[src/sync_serial_map.vh]
// Register map, field positions, reset values and timing counts of the serial port
`ifndef SYNC_SERIAL_MAP_VH
`define SYNC_SERIAL_MAP_VH
// -----------------------------------------------------------------
// Byte addresses (word aligned)
// -----------------------------------------------------------------
`define ADDR_CONTROL 8'h14
`define ADDR_BUFFER 8'h18
`define ADDR_IRQ_STATUS 8'h1C
`define ADDR_IRQ_MASK 8'h20
// -----------------------------------------------------------------
// Control register fields
// -----------------------------------------------------------------
`define BIT_COLLIDE 7
`define BIT_ROVF 6
`define BIT_EN 5
`define BIT_CPOL 4
`define RESET_CONTROL 8'h00
// Mode encodings
`define MODE_M4 4'h0
`define MODE_M16 4'h1
`define MODE_M64 4'h2
`define MODE_SLAVE_SS 4'h4
`define MODE_SLAVE 4'h5
// Half-period counts of the master clock in system clocks
`define HALF_DIV4 7'd2
`define HALF_DIV16 7'd8
`define HALF_DIV64 7'd32
// Interrupt status bits
`define IRQ_DONE 0
`define IRQ_COLLIDE 1
`define IRQ_ROVF 2
`endif

[src/sync_in.v]
// Three-stage synchroniser with agreement filter for one pin input
`timescale 1ns/1ps
`default_nettype none
module sync_in (
   // Clock and reset
   input wire clock,
   input wire rst_n,
   // Pin side
   input wire pinIn,
   // Filtered level
   output reg level
);
   reg s1_ff;
   reg s2_ff;
   reg s3_ff;

   // First stage feeds only the second; level moves once stages two and three agree
   always @(posedge clock) begin
      if (!rst_n) begin
         s1_ff <= 1'b0;
         s2_ff <= 1'b0;
         s3_ff <= 1'b0;
         level <= 1'b0;
      end else begin
         s1_ff <= pinIn;
         s2_ff <= s1_ff;
         s3_ff <= s2_ff;
         if (s2_ff == s3_ff) begin
            level <= s3_ff;
         end
      end
   end
endmodule // sync_in
`default_nettype wire

[src/sync_serial_spi_control.v]
// SPI master/slave serial port with control register on AHB-Lite
`timescale 1ns/1ps
`default_nettype none
`include "sync_serial_map.vh"
module sync_serial_spi_control (
   // Clock and reset
   input wire clock,
   input wire rst_n,
   // AHB-Lite slave
   input wire hsel,
   input wire [31:0] haddr,
   input wire [1:0] htrans,
   input wire hwrite,
   input wire [2:0] hsize,
   input wire [31:0] hwdata,
   input wire hready,
   output wire [31:0] hrdata,
   output wire hreadyout,
   output wire hresp,
   // Serial clock pin
   input wire sckIn,
   output reg sckOut,
   output reg sckOe,
   // Data pins
   input wire sdiIn,
   output reg sdoOut,
   output reg sdoOe,
   input wire ssN,
   // Interrupt
   output wire irq
);
   // -----------------------------------------------------------------
   // Registers
   // -----------------------------------------------------------------
   reg [7:0] ctrl_ff;
   reg [7:0] buf_ff;
   reg bufFull_ff;
   reg [7:0] shift_ff;
   reg [3:0] bitCnt_ff;
   reg busy_ff;
   reg [6:0] div_ff;
   reg sckInt_ff;
   reg sckPrev_ff;
   reg [2:0] irqSt_ff;
   reg [2:0] irqMask_ff;
   reg wrPend_ff;
   reg rdPend_ff;
   reg [7:0] addr_ff;
   reg [31:0] rdata_ff;

   wire sckSync;
   wire sdiSync;
   wire ssSync;
   wire [3:0] mode = ctrl_ff[3:0];
   wire enable = ctrl_ff[`BIT_EN];
   wire cpol = ctrl_ff[`BIT_CPOL];

   // Master when mode decodes to one of the divided clocks
   function isMaster;
      input [3:0] m;
      begin
         isMaster = (m == `MODE_M4) || (m == `MODE_M16) || (m == `MODE_M64);
      end
   endfunction

   // Half-period select per mode
   function [6:0] halfCount;
      input [3:0] m;
      begin
         case (m)
            `MODE_M64: halfCount = `HALF_DIV64;
            `MODE_M16: halfCount = `HALF_DIV16;
            default: halfCount = `HALF_DIV4;
         endcase
      end
   endfunction

   // -----------------------------------------------------------------
   // Pin synchronisers
   // -----------------------------------------------------------------
   sync_in uSck (.clock(clock), .rst_n(rst_n), .pinIn(sckIn), .level(sckSync));
   sync_in uSdi (.clock(clock), .rst_n(rst_n), .pinIn(sdiIn), .level(sdiSync));
   sync_in uSs (.clock(clock), .rst_n(rst_n), .pinIn(ssN), .level(ssSync));

   // -----------------------------------------------------------------
   // Bus decode
   // -----------------------------------------------------------------
   wire master = isMaster(mode);
   wire slaveSs = (mode == `MODE_SLAVE_SS);
   wire slaveMode = slaveSs || (mode == `MODE_SLAVE);
   wire addrPhase = hsel && hready && htrans[1];
   wire bufWrite = wrPend_ff && (addr_ff == `ADDR_BUFFER);
   wire bufRead = rdPend_ff && (addr_ff == `ADDR_BUFFER);
   wire ctrlWrite = wrPend_ff && (addr_ff == `ADDR_CONTROL);

   assign hreadyout = 1'b1;
   assign hresp = 1'b0;
   assign hrdata = rdata_ff;
   assign irq = |(irqSt_ff & irqMask_ff);

   // -----------------------------------------------------------------
   // Edge events of the serial clock
   // -----------------------------------------------------------------
   // Slave ignores the clock while its select pin is high in select mode
   wire slaveActive = enable && slaveMode && !(slaveSs && ssSync);
   wire linkClk = master ? sckInt_ff : sckSync;
   wire leading = (linkClk != sckPrev_ff) && (linkClk != cpol);
   wire trailing = (linkClk != sckPrev_ff) && (linkClk == cpol);
   wire shiftOn = master ? busy_ff : slaveActive;
   wire byteDone = shiftOn && trailing && (bitCnt_ff == 4'd7);
   // Collision: buffer written while a word is shifting
   wire collide = bufWrite && enable && (master ? busy_ff : (bitCnt_ff != 4'd0));
   // Overflow only in slave operation, never master
   wire overflow = byteDone && !master && bufFull_ff;

   // Address phase capture; read data registered for the data phase
   always @(posedge clock) begin
      if (!rst_n) begin
         wrPend_ff <= 1'b0;
         rdPend_ff <= 1'b0;
         addr_ff <= 8'h00;
         rdata_ff <= 32'h00000000;
      end else begin
         wrPend_ff <= addrPhase && hwrite;
         rdPend_ff <= addrPhase && !hwrite;
         addr_ff <= haddr[7:0];
         if (addrPhase && !hwrite) begin
            case (haddr[7:0])
               `ADDR_CONTROL: rdata_ff <= {24'h000000, ctrl_ff};
               `ADDR_BUFFER: rdata_ff <= {24'h000000, buf_ff};
               `ADDR_IRQ_STATUS: rdata_ff <= {29'h00000000, irqSt_ff};
               `ADDR_IRQ_MASK: rdata_ff <= {29'h00000000, irqMask_ff};
               default: rdata_ff <= 32'h00000000;
            endcase
         end
      end
   end

   // Control register; hardware sets of the flags win over software clears
   always @(posedge clock) begin
      if (!rst_n) begin
         ctrl_ff <= `RESET_CONTROL;
      end else begin
         if (ctrlWrite) begin
            ctrl_ff <= hwdata[7:0];
         end
         if (collide) begin
            ctrl_ff[`BIT_COLLIDE] <= 1'b1;
         end
         if (overflow) begin
            ctrl_ff[`BIT_ROVF] <= 1'b1;
         end
      end
   end

   // Interrupt status (write one to clear, set wins) and mask
   always @(posedge clock) begin
      if (!rst_n) begin
         irqSt_ff <= 3'h0;
         irqMask_ff <= 3'h0;
      end else begin
         irqSt_ff <= (irqSt_ff & ~((wrPend_ff && addr_ff == `ADDR_IRQ_STATUS)
                     ? hwdata[2:0] : 3'h0)) | {overflow, collide, byteDone && !overflow};
         if (wrPend_ff && addr_ff == `ADDR_IRQ_MASK) begin
            irqMask_ff <= hwdata[2:0];
         end
      end
   end

   // -----------------------------------------------------------------
   // Shift engine and clock generator
   // -----------------------------------------------------------------
   // Master starts on a buffer write only; a colliding write is dropped
   always @(posedge clock) begin
      if (!rst_n) begin
         buf_ff <= 8'h00;
         bufFull_ff <= 1'b0;
         shift_ff <= 8'h00;
         bitCnt_ff <= 4'd0;
         busy_ff <= 1'b0;
         div_ff <= 7'd0;
         sckInt_ff <= 1'b0;
         sckPrev_ff <= 1'b0;
      end else if (!enable) begin
         bitCnt_ff <= 4'd0;
         busy_ff <= 1'b0;
         sckInt_ff <= cpol;
         sckPrev_ff <= master ? cpol : sckSync;
         bufFull_ff <= 1'b0;
      end else begin
         sckPrev_ff <= linkClk;
         if (bufRead) begin
            bufFull_ff <= 1'b0;
         end
         if (bufWrite && !collide) begin
            shift_ff <= hwdata[7:0];
            busy_ff <= master;
            bitCnt_ff <= 4'd0;
            div_ff <= 7'd0;
         end else begin
            // Master divider toggles the clock at the mode's half period
            if (busy_ff) begin
               if (div_ff == halfCount(mode) - 7'd1) begin
                  div_ff <= 7'd0;
                  sckInt_ff <= ~sckInt_ff;
               end else begin
                  div_ff <= div_ff + 7'd1;
               end
            end else begin
               sckInt_ff <= cpol;
            end
            if (shiftOn && leading) begin
               shift_ff <= {shift_ff[6:0], sdiSync};
            end
            if (shiftOn && trailing) begin
               bitCnt_ff <= byteDone ? 4'd0 : bitCnt_ff + 4'd1;
               if (byteDone) begin
                  busy_ff <= 1'b0;
                  if (!overflow) begin
                     buf_ff <= shift_ff; // New byte lost on overflow
                     bufFull_ff <= 1'b1;
                  end
               end
            end
            // Deselect ends a cut frame so the next one starts at bit zero
            if (slaveSs && ssSync) begin
               bitCnt_ff <= 4'd0;
            end
         end
      end
   end

   // Pin drivers: disabled port releases every pin to general use
   always @(posedge clock) begin
      if (!rst_n) begin
         sckOut <= 1'b0;
         sckOe <= 1'b0;
         sdoOut <= 1'b0;
         sdoOe <= 1'b0;
      end else begin
         // Idle level straight from the polarity bit; the divider lags it by a cycle
         sckOut <= (master && busy_ff) ? sckInt_ff : cpol;
         sckOe <= enable && master;
         sdoOut <= shift_ff[7];
         sdoOe <= enable && (master || slaveActive);
      end
   end
endmodule // sync_serial_spi_control
`default_nettype wire

[config.mk]
export PLATFORM = sky130hd
export DESIGN_NAME = sync_serial_spi_control
export DESIGN_NICKNAME = d
export VERILOG_FILES = /design/src/sync_in.v /design/src/sync_serial_spi_control.v
export VERILOG_INCLUDE_DIRS = /design/src
export SDC_FILE = /design/constraint.sdc
export NUM_CORES = 1
export LEC_CHECK = 0
export ABC_AREA = 1
export BUFFER_PORTS_ARGS = -buffer_cell sky130_fd_sc_hd__buf_4
export CORE_UTILIZATION = 51
export CTS_CLUSTER_SIZE = 25
export DETAILED_ROUTE_END_ITERATION = 6
export PLACE_DENSITY = 0.79
export SETUP_SLACK_MARGIN = 0.05
export SYNTH_ARGS = -nofsm -noshare
export SYNTH_HDL_FRONTEND = slang
export SYNTH_SLANG_ARGS = --single-unit
[constraint.sdc]
create_clock -name clock -period 2.35 [get_ports clock]
set_input_delay 0.3525 -clock clock [delete_from_list [all_inputs] [get_ports clock]]
set_output_delay 0.3525 -clock clock [all_outputs]
set_load 0.02 [all_outputs]
==> results.toml, run 1 <==
[outcome]
outcome = "completed"

[cells_and_area]
layout-drive-gt1-share_pct = 15.0
nNetsFinal = 655
area_delta_synth_final_pct = 14.7
antenna_cells = 0

[synth]
ys_types = 42
synth-async-reset-ratio_pct = 0
synth-seq-area-share_pct = 41.7
synth_edf_count = 0
synth.avg_cell_area_um2 = 7.17
synth.largest_area_cell = "dfxtp_1"
ys_ff_latch = 79
netlist_area_um2 = 3790
synthCells = 529
ys_top_cells_by_area = "dfxtp_1 (42%), nand2_1 (11%), inv_1 (6.7%)"
synthDominantCellAreaShare_pct = 41.7
synth_ff_type = "dfxtp_1"
synth_warnings = 0

[critical_path]
cp-end-kind = "flop"
cp_max_fo = 9
cp.arrival_ps = 2400
crit_path_max_incr_delay_ps = 360
cp_common_cell = "nand2_1"
crit_chain = "inv_1 -> nand2_1 -> a21oi_1 -> nand2_1 -> nand2_1 -> nand2_1 -> nor2_4 -> nand3_1 -> nor2_4 -> nand4_1 -> nand2_1 -> nor2_1"
critPathSlowestCell = "dfxtp_1"
startpoint_type = "flop"
critPathKind = "reg2reg"
required_ps = 2610

[floorplan]
floorplan.initialDensity_pct = 52.6
die-area_um2 = 7780
rows = 31
die_w_um = 88.2
ios = 116
core_um2 = 7210
die_h_um = 88.2

[run]
drv_cap = 0

[route]
routed_via_density = 5.10
routed_wl_mm = 8.50
drc = 0
post_drt_wl_per_cell_um = 12.5
vias = 3460
firstDrtPassIters = 5
first_iter_violations = 203
final_antenna_net_count = 0

[timing]
max_freq_ghz = 0.467
drv_slew = 0
hold_viol = 0
fin_skew_ps = 5.41
finalSetupViolCount = 0
post-route-period-util_pct = 91.1
fin_setup_tns_ps = 0
rsz0062_at_grt = "no"
worst_slew_pin_slew_ps = 697
relSlewSlack_pct = 53.5
period_minus_slack_ps = 2140

[power]
clock_power_share_pct = 43.6
switching_power_uw = 643
p_leak_nw = 1.95
vdd_ir_drop_max_mv = 0.359
switching_share_pct = 24.3
internal_power_mw = 2.01
powerDensity_nw_per_um2 = 609
finalPower_mw = 2.65
p_seq_share_pct = 51.2
combinationalPowerShare_pct = 5.1

[clocking]
cts.path.max_buffers = 2
cts_max_level = 3
insertion_delay_ps = 360
clkTransAtPathRegs_ps = 90
cts_tree = "done"
cts_made_buffers = 9
clock_sinks = 79
root_buffer = "clkbuf_8"
hold_buffers = 0

[global_route]
antenna_found_initial = 0
grt_usage_pct = 23.6
grt_pass1_wl_mm = 14.1
use_met3_pct = 4.94
overflow = 0
grtUsageMet2_pct = 39.6
first_global_vias = 3198
top_usage_layer = "met2"
grt_max_degree = 42
grt_util_met1_pct = 29.1

[placed_design]
gp_congestion = 0.889
hpwlAfterDp_mm = 6.12
io_buffers = 37

[worst_hold_path]
hold_class = "in2reg"
## worst paths after layout
check / from / endpoint / slack [ps] / cells after the start
setup / recovery: ctrl_ff[2]$_SDFFE_PN0P_ / buf_ff[1]$_SDFFE_PN0P_ / 210 / 12
hold reg to reg: uSdi.s1_ff$_SDFF_PN0_ / uSdi.s2_ff$_SDFF_PN0_ / 430 / 2
setup reg to reg: ctrl_ff[2]$_SDFFE_PN0P_ / buf_ff[1]$_SDFFE_PN0P_ / 210 / 12
hold / removal: sckIn / uSck.s1_ff$_SDFF_PN0_ / 170 / 3
## layout by cell type, fill, tap and decap left out, types with 7 or more instances in the layout
cell,count
nand3_1,23
clkbuf_8,9
nand4_1,12
a21oi_1,32
nand2_1,112
nor2_1,64
nor3_1,7
conb_1,26
dfxtp_1,79
o21ai_0,45
inv_1,68
buf_4,49
## critical path, delay by kind of cell, from the launching register on
kind	cells	cell delay [ps]
buf+inv	1	120
compound gates	1	230
simple gates	10	1330
flops	1	360
## registers in the layout, summed over array words and instances (netlist names), 3 cells and up
name,count
addr_ff,8
bitCnt_ff,4
buf_ff,8
ctrl_ff,8
div_ff,7
hrdata,8
irqMask_ff,3
irqSt_ff,3
shift_ff,8
## cells in the mapped netlist, types with 3 or more instances
| cell | instances |
|---|---|
| nor3_1 | 7 |
| a211oi_1 | 4 |
| o2111ai_1 | 3 |
| ha_1 | 3 |
| buf_2 | 4 |
| nor2_1 | 65 |
| buf_4 | 27 |
| a21oi_1 | 32 |
| inv_1 | 68 |
| o21ai_0 | 45 |
| nand4_1 | 12 |
| clkbuf_1 | 5 |
| nor4_1 | 3 |
| nor2_4 | 3 |
| o21ai_1 | 3 |
| nand2_1 | 113 |
| dfxtp_1 | 79 |
| nand3_1 | 23 |
## per-layer routing
metal	vias up	part of all wire, %
li1	1733	-
met4	0	2.2
met1	1599	44
met3	20	5.2
met5	-	0
met2	108	49
## kinds of logic (layout without fill, tap and decap cells)
logic type                 count (synthesis)  after routing  synth area share (%)
AOI/OAI and AO/OA                         92             92                  13.3
adders and majority gates                  3              3                 0.990
xor gates and xnor gates                   1              1                 0.231
and+or+nand+nor                          243            243                  29.7
other                                      2             26                 0.198
DFF                                       79             79                  41.7
buffers and inverters                    109            136                  13.9
## power groups by stage
stage,registers (mW),logic (mW),clock network (mW)
3_5_place_dp,1.39,0.134,0
3_3_place_gp,1.39,0.131,0
6_report,1.36,0.136,1.16
5_1_grt,1.36,0.153,1.21
2_1_floorplan,1.39,0.119,0
4_1_cts,1.36,0.135,1.16
## stage by stage
step / hold slack (ps) / util, % / cell area [um2] / setup slack (ps) / instances
2_1_floorplan: 390 / - / 3880 / 609 / 553
3_3_place_gp: 396 / 56.9 / 4100 / 253 / 661
3_5_place_dp: 410 / 56.9 / 4100 / 176 / 661
4_1_cts: 165 / 60.0 / 4330 / 159 / 677
5_1_grt: 168 / 60.3 / 4350 / 35.4 / 679
6_report: 172 / 60.3 / 4350 / 209 / 679
## repair_timing
action                     CTS  global route
setup endpoints to repair    0            12
buffers inserted             0             2
gates resized for setup      0             2
## cell type report
| cell class | instances | area [um2] |
|---|---|---|
| inverters | 71 | 272 |
| clock inverters | 7 | 103 |
| clock buffers | 9 | 124 |
| repair buffers | 49 | 368 |
| flip-flops and latches | 79 | 1580 |
| multi-input cells | 365 | 1780 |
| well taps | 99 | 124 |
| fillers | 662 | 2870 |
Note: power is estimated with default switching activity, not from simulation.
==> run 2: changes to the inputs <==
--- a/config.mk
+++ b/config.mk
@@ -12,6 +12,7 @@
 export CTS_CLUSTER_SIZE = 25
 export DETAILED_ROUTE_END_ITERATION = 6
 export PLACE_DENSITY = 0.79
+export RECOVER_POWER = 100
 export SETUP_SLACK_MARGIN = 0.05
 export SYNTH_ARGS = -nofsm -noshare
 export SYNTH_HDL_FRONTEND = slang
==> run 2 against run 1 <==
Compared with the run above:
- combinational power about the same
- non-clock buffer count unchanged
- clock skew down 0.65 ps
- final cell count unchanged
- count of clock-buffer cells in the layout unchanged
- largest cell class unchanged
- highest routed layer unchanged
==> results.toml, run 2 (synthesis results as in run 1) <==
[clocking]
cts_made_buffers = 9
clock_sinks = 79
cts_tree = "done"
insertion_delay_ps = 360
cts_max_level = 3
clkTransAtPathRegs_ps = 90
root_buffer = "clkbuf_8"
cts.path.max_buffers = 2
hold_buffers = 0

[critical_path]
regToRegEndpoint = "buf_ff[1]$_SDFFE_PN0P_"
worst_r2r_path_depth = 12
cp_max_fo = 9
cp_common_cell = "nand2_1"
required_ps = 2610
ff2ff_setup_slack_ps = 200
crit_chain = "inv_1 -> nand2_1 -> a21oi_1 -> nand2_1 -> nand2_1 -> nand2_1 -> nor2_4 -> nand3_1 -> nor2_4 -> nand4_1 -> nand2_1 -> nor2_1"
startpoint_type = "flop"
critPathSlowestCell = "dfxtp_1"
crit_path_max_incr_delay_ps = 360
critPathKind = "reg2reg"
cp-end-kind = "flop"
rr_startpoint = "ctrl_ff[2]$_SDFFE_PN0P_"
cp.arrival_ps = 2410

[cells_and_area]
post-route-cell-area_um2 = 4260
mostFrequentLayoutCells = "nand2_1 (112), dfxtp_1 (79), inv_1 (68)"
n_fill_cell = 694
area_delta_synth_final_pct = 12.4
layout-drive-gt1-share_pct = 11.7
nNetsFinal = 655
antenna_cells = 0
final_common_cell = "nand2_1"

[timing]
period_minus_slack_ps = 2150
worst_slew_pin_slew_ps = 732
relSlewSlack_pct = 51.2
fin_skew_ps = 4.75
max_freq_ghz = 0.464
rsz0062_at_grt = "no"
hold_viol = 0
fin_setup_tns_ps = 0
finalSetupViolCount = 0
post-route-period-util_pct = 91.7
drv_slew = 0

[route]
final_antenna_net_count = 0
wl_met1_mm = 3.70
routed_via_density = 5.11
first_iter_violations = 207
vias = 3470
firstDrtPassIters = 5
post_drt_wl_per_cell_um = 12.5
wl_met3_um = 452
drc = 0
wl_met2_mm = 4.13
routed_wl_mm = 8.47
highest_layer = "met4"

[placed_design]
gp_congestion = 0.889
dpl_cell_area_um2 = 4100
io_buffers = 37
hpwlAfterDp_mm = 6.12

[worst_hold_path]
min_path_cells = 3
min_to = "uSck.s1_ff$_SDFF_PN0_"
hold_start = "sckIn"
hold_class = "in2reg"

[run]
drv_cap = 0

[global_route]
grt_usage_pct = 23.6
grt_pass1_wl_mm = 14.1
first_global_vias = 3198
grt_max_degree = 42
overflow = 0
antenna_found_initial = 0

[outcome]
outcome = "completed"

[floorplan]
die_w_um = 88.2
core_um2 = 7210
floorplan.initialDensity_pct = 52.6
die_h_um = 88.2
rows = 31
die-area_um2 = 7780
ios = 116

[power]
powerDensity_nw_per_um2 = 620
p_leak_nw = 1.84
vdd_ir_drop_max_mv = 0.362
[run 2: worst max-delay path by stage]
stage	cells after the start	to	start	slack (ps)
finish	12	buf_ff[1]$_SDFFE_PN0P_	ctrl_ff[2]$_SDFFE_PN0P_	200
floorplan	10	sckInt_ff$_SDFFE_PN0P_	ctrl_ff[1]$_SDFFE_PN0P_	610
detailed placement	11	div_ff[4]$_SDFFE_PN0P_	ctrl_ff[1]$_SDFFE_PN0P_	180
global placement	11	sckInt_ff$_SDFFE_PN0P_	ctrl_ff[1]$_SDFFE_PN0P_	250
global route	12	buf_ff[1]$_SDFFE_PN0P_	ctrl_ff[3]$_SDFFE_PN0P_	20
CTS	11	div_ff[4]$_SDFFE_PN0P_	ctrl_ff[1]$_SDFFE_PN0P_	160
[run 2: per-stage QoR]
step	setup WS (ps)	power, mW	hold WS (ps)	utilization [%]	std cells
6_report	195	2.64	173	59.1	679
5_1_grt	20.9	2.72	168	59.1	679
4_1_cts	159	2.65	165	60.0	677
3_5_place_dp	176	1.52	410	56.9	661
3_3_place_gp	253	1.52	396	56.9	661
2_1_floorplan	609	1.51	390	-	553
[run 2: critical path, delay by kind of cell, from the launching register on]
kind	cells	cell delay, ps
AOI/OAI and AO/OA	1	230
buffers and inverters	1	120
and+or+nand+nor	10	1340
DFF	1	360
[run 2: final cells by class]
class	count	area, um2	share of cell area [%]
multi-input combinational	365	1760	41.3
timing repair buffer	49	299	7.02
tap	99	124	2.91
clock buffer	9	124	2.91
clock inverter	7	103	2.41
inverter	71	272	6.37
sequential	79	1580	37.1
[run 2: repair_timing]
item / CTS / global route
gates resized for setup: 0 / 2
setup buffers: 0 / 2
setup endpoints to repair: 0 / 12
[run 2: power by group]
part	internal, mW	switching [mW]
sequential	1.35	0.00524
combinational	0.0414	0.0925
clock	0.611	0.540
total	2.00	0.638
[run 2: per-layer routing]
metal  track usage (%)  vias to the layer above
li1                  -                     1730
met1              29.1                     1609
met2              39.6                      112
met3              4.94                       19
met4              10.9                        0
met5                 0                        -
